==> src/common/crc_defs.vh <==
`ifndef CRC_DEFS_VH
`define CRC_DEFS_VH

// register byte offsets
`define OFS_DATA 4'h0
`define OFS_POLY 4'h4
`define OFS_CTRL 4'h8

// control field positions
`define CTRL_WTR_HI 31
`define CTRL_WTR_LO 30
`define CTRL_RTR_HI 29
`define CTRL_RTR_LO 28
`define CTRL_RSVD 27
`define CTRL_CMPL 26
`define CTRL_SEED 25
`define CTRL_WIDTH 24

// reset values
`define RST_DATA 32'hFFFFFFFF
`define RST_POLY 32'h00001021
`define RST_CTRL 32'h00000000

// transpose codes
`define TR_NONE 2'h0
`define TR_BITS 2'h1
`define TR_BOTH 2'h2
`define TR_BYTES 2'h3

`endif

==> src/hw/crc_byte_step.v <==
`timescale 1ns/10ps
// one byte shifted through the crc register, msb first
module crc_byte_step (
    // state in
    input wire [31:0] crc_in,
    input wire [31:0] poly,
    input wire [7:0] data_byte,
    input wire width32,
    // state out
    output reg [31:0] crc_out
);
    integer i;
    reg fb;
    always @* begin
        crc_out = crc_in;
        fb = 1'b0;
        for (i = 7; i >= 0; i = i - 1) begin
            fb = (width32 ? crc_out[31] : crc_out[15]) ^ data_byte[i];
            crc_out = {crc_out[30:0], 1'b0};
            if (fb) begin
                crc_out = crc_out ^ poly;
            end
        end
        if (!width32) begin
            crc_out = {16'h0000, crc_out[15:0]};
        end
    end
endmodule

==> src/hw/crc_config_registers.v <==
`timescale 1ns/10ps
`include "crc_defs.vh"
// Overview of operation
// - the upper polynomial half acts as coefficients only in 32-bit width.
// - writes to the upper polynomial half are ignored in 16-bit width.
// - the lower polynomial half is read/write and always used.
// - control bits 31:30 transpose written data: none, bits, bits and bytes, bytes.
// - control bits 29:28 transpose data register reads with the same codes.
// - control bit 26 complements every data register read.
// - control bit 25 makes data writes load the seed instead of feeding the crc.
// - control bit 24 selects 16-bit (0) or 32-bit (1) width.
// - control bit 27 and bits 23:0 read as zero.
// - the polynomial resets to 0x00001021.
// - the control register resets to zero.
// - in 16-bit width the seed and result use the lower data half only.
module crc_config_registers (
    // clock and reset
    input wire clk,
    input wire rst,
    // register access
    input wire [3:0] addr,
    input wire wr_en,
    input wire rd_en,
    input wire [3:0] byte_en,
    input wire [31:0] wr_data,
    output reg [31:0] rd_data,
    // configuration to the crc core
    output wire width_sel,
    output wire seed_write_sel,
    output wire read_complement_en,
    output wire [1:0] write_transpose_sel,
    output wire [1:0] read_transpose_sel
);
    localparam LANES = 4;
    reg [31:0] data_q;
    reg [31:0] data_d;
    reg [31:0] polynomial_reg_q;
    reg [31:0] polynomial_reg_d;
    reg [31:0] ctrl_q;
    reg [31:0] ctrl_d;
    reg [31:0] rd_data_d;
    wire [31:0] lane_mask;
    wire [3:0] swap_en;
    wire byte_swap;
    wire [3:0] tr_en;
    wire [31:0] wr_tr;
    wire [31:0] seed_val;
    wire [31:0] poly_eff;
    wire [32 * (LANES + 1) - 1:0] chain;
    wire [32 * LANES - 1:0] step_out;
    wire [31:0] cmpl_mask;
    wire [31:0] data_view;
    wire [31:0] rd_view;
    wire [31:0] rd_tr;
    wire data_wr;
    wire poly_wr;
    wire ctrl_wr;
    genvar g;

    function [31:0] bitrev_bytes;
        input [31:0] v;
        integer k;
        begin
            bitrev_bytes = 32'h00000000;
            for (k = 0; k < 8; k = k + 1) begin
                bitrev_bytes[24 + k] = v[31 - k];
                bitrev_bytes[16 + k] = v[23 - k];
                bitrev_bytes[8 + k] = v[15 - k];
                bitrev_bytes[k] = v[7 - k];
            end
        end
    endfunction

    function [31:0] transpose;
        input [31:0] v;
        input [1:0] sel;
        begin
            case (sel)
                `TR_NONE: transpose = v;
                `TR_BITS: transpose = bitrev_bytes(v);
                `TR_BOTH: transpose = bitrev_bytes({v[7:0], v[15:8], v[23:16], v[31:24]});
                `TR_BYTES: transpose = {v[7:0], v[15:8], v[23:16], v[31:24]};
                default: transpose = v;
            endcase
        end
    endfunction

    // keeps the lower half only while the width is 16 bits
    function [31:0] fit_width;
        input [31:0] v;
        input wide;
        begin
            fit_width = wide ? v : {16'h0000, v[15:0]};
        end
    endfunction

    // write strobe aimed at one register offset
    function hit;
        input en;
        input [3:0] a;
        input [3:0] ofs;
        begin
            hit = en && (a == ofs);
        end
    endfunction

    assign write_transpose_sel = ctrl_q[`CTRL_WTR_HI:`CTRL_WTR_LO];
    assign read_transpose_sel = ctrl_q[`CTRL_RTR_HI:`CTRL_RTR_LO];
    assign read_complement_en = ctrl_q[`CTRL_CMPL];
    assign seed_write_sel = ctrl_q[`CTRL_SEED];
    assign width_sel = ctrl_q[`CTRL_WIDTH];

    assign data_wr = hit(wr_en, addr, `OFS_DATA);
    assign poly_wr = hit(wr_en, addr, `OFS_POLY);
    assign ctrl_wr = hit(wr_en, addr, `OFS_CTRL);

    // unused byte lanes are zero before transposing; a byte swap mirrors the valid lanes
    generate
        for (g = 0; g < LANES; g = g + 1) begin : lane_map
            assign lane_mask[8 * g +: 8] = {8{byte_en[g]}};
            assign swap_en[g] = byte_en[LANES - 1 - g];
        end
    endgenerate
    assign byte_swap = (write_transpose_sel == `TR_BOTH) || (write_transpose_sel == `TR_BYTES);
    assign tr_en = byte_swap ? swap_en : byte_en;
    assign wr_tr = transpose(wr_data & lane_mask, write_transpose_sel);
    assign seed_val = fit_width(wr_tr, width_sel);
    assign poly_eff = fit_width(polynomial_reg_q, width_sel);

    // bytes fed msb lane first, only the valid lanes advance the crc
    assign chain[32 * LANES +: 32] = data_q;
    generate
        for (g = 0; g < LANES; g = g + 1) begin : lane
            crc_byte_step u_step (
                .crc_in(chain[32 * (g + 1) +: 32]),
                .poly(poly_eff),
                .data_byte(wr_tr[8 * g +: 8]),
                .width32(width_sel),
                .crc_out(step_out[32 * g +: 32])
            );
            assign chain[32 * g +: 32] = tr_en[g] ? step_out[32 * g +: 32] : chain[32 * (g + 1) +: 32];
        end
    endgenerate

    always @* begin
        data_d = data_q;
        if (data_wr) begin
            if (seed_write_sel) begin
                data_d = seed_val;
            end else begin
                data_d = chain[31:0];
            end
        end
    end

    // the upper half holds its value while the width is 16 bits
    always @* begin
        polynomial_reg_d = polynomial_reg_q;
        if (poly_wr) begin
            if (byte_en[0]) begin
                polynomial_reg_d[7:0] = wr_data[7:0];
            end
            if (byte_en[1]) begin
                polynomial_reg_d[15:8] = wr_data[15:8];
            end
            if (width_sel && byte_en[2]) begin
                polynomial_reg_d[23:16] = wr_data[23:16];
            end
            if (width_sel && byte_en[3]) begin
                polynomial_reg_d[31:24] = wr_data[31:24];
            end
        end
    end

    // only the top byte holds fields; the rest of the word stays zero
    always @* begin
        ctrl_d = ctrl_q;
        if (ctrl_wr && byte_en[3]) begin
            ctrl_d[31:24] = wr_data[31:24];
            ctrl_d[`CTRL_RSVD] = 1'b0;
        end
        ctrl_d[23:0] = 24'h000000;
    end

    always @(posedge clk) begin
        if (rst) begin
            data_q <= `RST_DATA;
            polynomial_reg_q <= `RST_POLY;
            ctrl_q <= `RST_CTRL;
        end else begin
            data_q <= data_d;
            polynomial_reg_q <= polynomial_reg_d;
            ctrl_q <= ctrl_d;
        end
    end

    // complement first, so a lane-moving read transpose still flips the stored bits
    assign data_view = fit_width(data_q, width_sel);
    assign cmpl_mask = fit_width(32'hFFFFFFFF, width_sel);
    assign rd_view = read_complement_en ? (data_view ^ cmpl_mask) : data_view;
    assign rd_tr = transpose(rd_view, read_transpose_sel);

    // read word for the addressed register, unmapped offsets give zero
    always @* begin
        case (addr)
            `OFS_DATA: rd_data_d = rd_tr;
            `OFS_POLY: rd_data_d = polynomial_reg_q;
            `OFS_CTRL: rd_data_d = ctrl_q;
            default: rd_data_d = 32'h00000000;
        endcase
    end

    always @(posedge clk) begin
        if (rst) begin
            rd_data <= 32'h00000000;
        end else if (rd_en) begin
            rd_data <= rd_data_d;
        end
    end
endmodule

==> config.mk <==
export PLATFORM = sky130hd
export DESIGN_NAME = crc_config_registers
export DESIGN_NICKNAME = d
export VERILOG_FILES = /design/src/hw/crc_byte_step.v /design/src/hw/crc_config_registers.v
export VERILOG_INCLUDE_DIRS = /design/src /design/src/common
export SDC_FILE = /design/constraint.sdc
export NUM_CORES = 2
export LEC_CHECK = 0
export ABC_AREA = 0
export ABC_CLOCK_PERIOD_IN_PS = 30700
export BUFFER_PORTS_ARGS = -buffer_cell sky130_fd_sc_hd__buf_2
export CORE_UTILIZATION = 60
export DETAILED_ROUTE_END_ITERATION = 12
export GPL_TIMING_DRIVEN = 0
export PLACE_DENSITY = 0.85
export SLEW_MARGIN = 0
export SYNTH_ARGS = -nofsm -noshare
export SYNTH_HDL_FRONTEND = slang
export SYNTH_SLANG_ARGS = --single-unit
==> constraint.sdc <==
create_clock -name clk -period 30.7 [get_ports clk]
set_input_delay 0 -clock clk [delete_from_list [all_inputs] [get_ports clk]]
set_output_delay 0 -clock clk [all_outputs]
set_load 0.05 [all_outputs]
==> impl_metrics.toml <==
[placement]
place_congestion = 1.13
placed_cell_area_um2 = 29200
place_hpwl_um = 108000
portBuffers = 77
place_inst = 4905
post-place-ws_ns = 5.38

[worst_setup_path]
critPathMaxStageDelay_ns = 1.19
cp-end-kind = "register"
startpoint_type = "register"
crit_arrival_ns = 27.71
crit_top_cell = "xnor2_1"
crit_fanout = 10
cp_slowest_cell = "nor2_1"
required_ns = 31.05
crit_type = "register to register"

[synthesis]
synthDistinctLibCells = 119
ys_seq_elements = 103
synth_xor_area_frac = 0.349
syn_nets = 4271
yosys.area_share.adder = 0
synth_flop_cell = "dfxtp_1"
muxShareOfSynthArea = 0.0663
yosysWarnings = 0
synthCells = 4227
synth-compound-area-share = 0.181
synth.top_cell.area_share = 0.268
yosysSeqAreaShare = 0.0736
synth_area_um2 = 28000
synth_top_area_cell = "xnor2_1"
synthArstFlopShare = 0
yosys.area_share.simple = 0.266
synth_edf_count = 0
synthTopCellsByArea = "xnor2_1 27%, nand2_1 12%, dfxtp_1 7.4%, nor2_1 6.1%, xor2_1 5.3%"
synth_top_family_by_area = "XOR/XNOR gates"
avgSynthCellArea_um2 = 6.63

[timing]
max_freq_mhz = 36.6
slew-limit-headroom = -0.0459
worst_slack_ns = 3.34
finalCritPeriodShare = 0.891
min_period_ns = 27.36
setup_violations = 0
tightestPinTransition_ns = 1.56
finalMaxSlewViolations = 22
grt_setup_unrepaired = "false"
finClkSkew_ns = 0.0233
finalSetupTns_ns = 0
hold_violations = 0

[drt]
drt-total-wl_um = 142000
final_antenna_net_count = 0
wl_per_cell_um = 28.6
num_vias = 33800
vias_per_cell = 6.83
dr.pass1.iters = 9
drt_iter0_markers = 6171
drt_drc_violations_left = 0

[final_layout]
layout_common_cells = "912 x nand2_1, 856 x xnor2_1, 456 x nor2_1"
layout_commonest_cell = "nand2_1"
stdcell_area_um2 = 29800
fin_nets = 4389
layout-drive-gt1-share = 0.0634
syn2layout_area_growth_pct = 6.28
stdcell_count = 4954

[pwr]
internal_power_mw = 0.630
peakVddDrop_mv = 0.0837
powerDensity_nw_per_um2 = 50.4
p_comb_frac = 0.821
switching_share = 0.580
p_clk_frac = 0.085
power_frac_seq = 0.094
switching_power_mw = 0.870
power_leakage_nw = 9.74

[outcome]
violations = "max-capacitance violations, max-slew violations"
status = "finished with violations"

[clock_network]
cts_post_setup_buffers_inserted = 0
cts_tree = "done"
cts_made_buffers = 9
clkLatencyLatePin_ns = 0.42
cts.sinks = 103
path_clk_slew_ns = 0.09
cts_root_buf = "clkbuf_16"
clockBufferDepth = 2
htree_levels = 3

[global_route]
overflow = 0
globalRouteTotalUtil = 0.573
grt_first_pass_wirelength_um = 198000
grt_pass1_vias = 29500
grt_max_degree = 21
antenna_found_initial = 10

[die]
die_x_um = 218
die_area_um2 = 47600
num_rows = 78
die_h_um = 218
core_area_um2 = 45700
start_util = 0.613
io_pins = 83

[flow_run]
max-cap-violations = 2

[worst_hold_path]
hold_class = "primary input to register"
[routing by layer]
metal | vias up | part of all wire | global-route usage
met2 | 3067 | 0.37 | 0.772
met3 | 900 | 0.18 | 0.256
met1 | 15400 | 0.35 | 0.692
li1 | 14400 | - | -
met4 | 10 | 0.10 | 0.467
met5 | - | 0.00038 | 0
[worst paths after layout]
kind | startpoint | end | slack (ns) | cells after the start
worst max register to register | data_q[15] | data_q[27] | 3.34 | 84
worst min-delay path | addr[3] | rd_data[28] | 0.02 | 4
worst max-delay path | data_q[15] | data_q[27] | 3.34 | 84
worst min register to register | rd_data[30] | rd_data[30] | 0.48 | 2
[critical path: cells and delay by family, from the launching register on]
family          cells  cell delay (ns)
flops               1             0.32
simple gates       17             4.93
xor+xnor           21             8.50
buf+inv             8             3.01
mux                 9             2.99
compound gates     29             7.51
[power by group through the flow]
| stage | Combinational [mW] | Sequential, mW | Clock [mW] |
|---|---|---|---|
| 2_1_floorplan | 0.864 | 0.149 | 0 |
| 5_1_grt | 1.27 | 0.141 | 0.129 |
| 3_5_place_dp | 1.16 | 0.143 | 0 |
| 4_1_cts | 1.17 | 0.140 | 0.124 |
| 6_report | 1.23 | 0.141 | 0.127 |
| 3_3_place_gp | 1.15 | 0.143 | 0 |
[what timing repair did]
action / in CTS / in global routing
hold buffers: 29 / 0
resized for setup: 0 / 0
endpoints found under the setup margin: 0 / 0
hold endpoints to repair: 34 / 0
[Yosys cell counts (all sizes together) (30+ instances only)]
master	n
a211oi	34
a21oi	132
a31oi	66
and2	45
and3	30
buf	153
clkbuf	239
dfxtp	103
inv	32
mux2i	129
nand2	912
nand3	82
nor2	456
nor3	59
o211ai	48
o21ai	175
xnor2	864
xor2	175
[per-stage QoR]
step                total power, mW  hold WS [ns]   util
floorplan                      1.01         0.124      -
global placement               1.29         0.290  0.638
detailed placement             1.30         0.295  0.639
CTS                            1.43      0.000437  0.651
global route                   1.54        0.0215  0.652
finish                         1.50        0.0166  0.652
[state kept, by name (all words and copies together) (netlist names)]
signal            flops
data_q               32
polynomial_reg_q     32
rd_data              32
ctrl_q                7
[kinds of logic (layout without fill, tap and decap cells)]
kind of cell,after synthesis,after routing
AND/OR/NAND/NOR,1738,1738
XOR/XNOR,1064,1064
AO/OA/AOI/OAI,727,727
buffers and inverters,428,551
multiplexers,167,167
flip-flops,103,103
other,0,4
[final cells by class]
class,count,area [µm²]
fill,4082,15900
clock buffer,9,225
buffer,394,1660
clock inverter,7,77.6
tap,600,751
sequential,103,2060
inverter,34,128
multi-input combinational,3696,24200
antenna,4,10.0
timing repair buffer,107,687
Power figures use the tool's default switching activity.
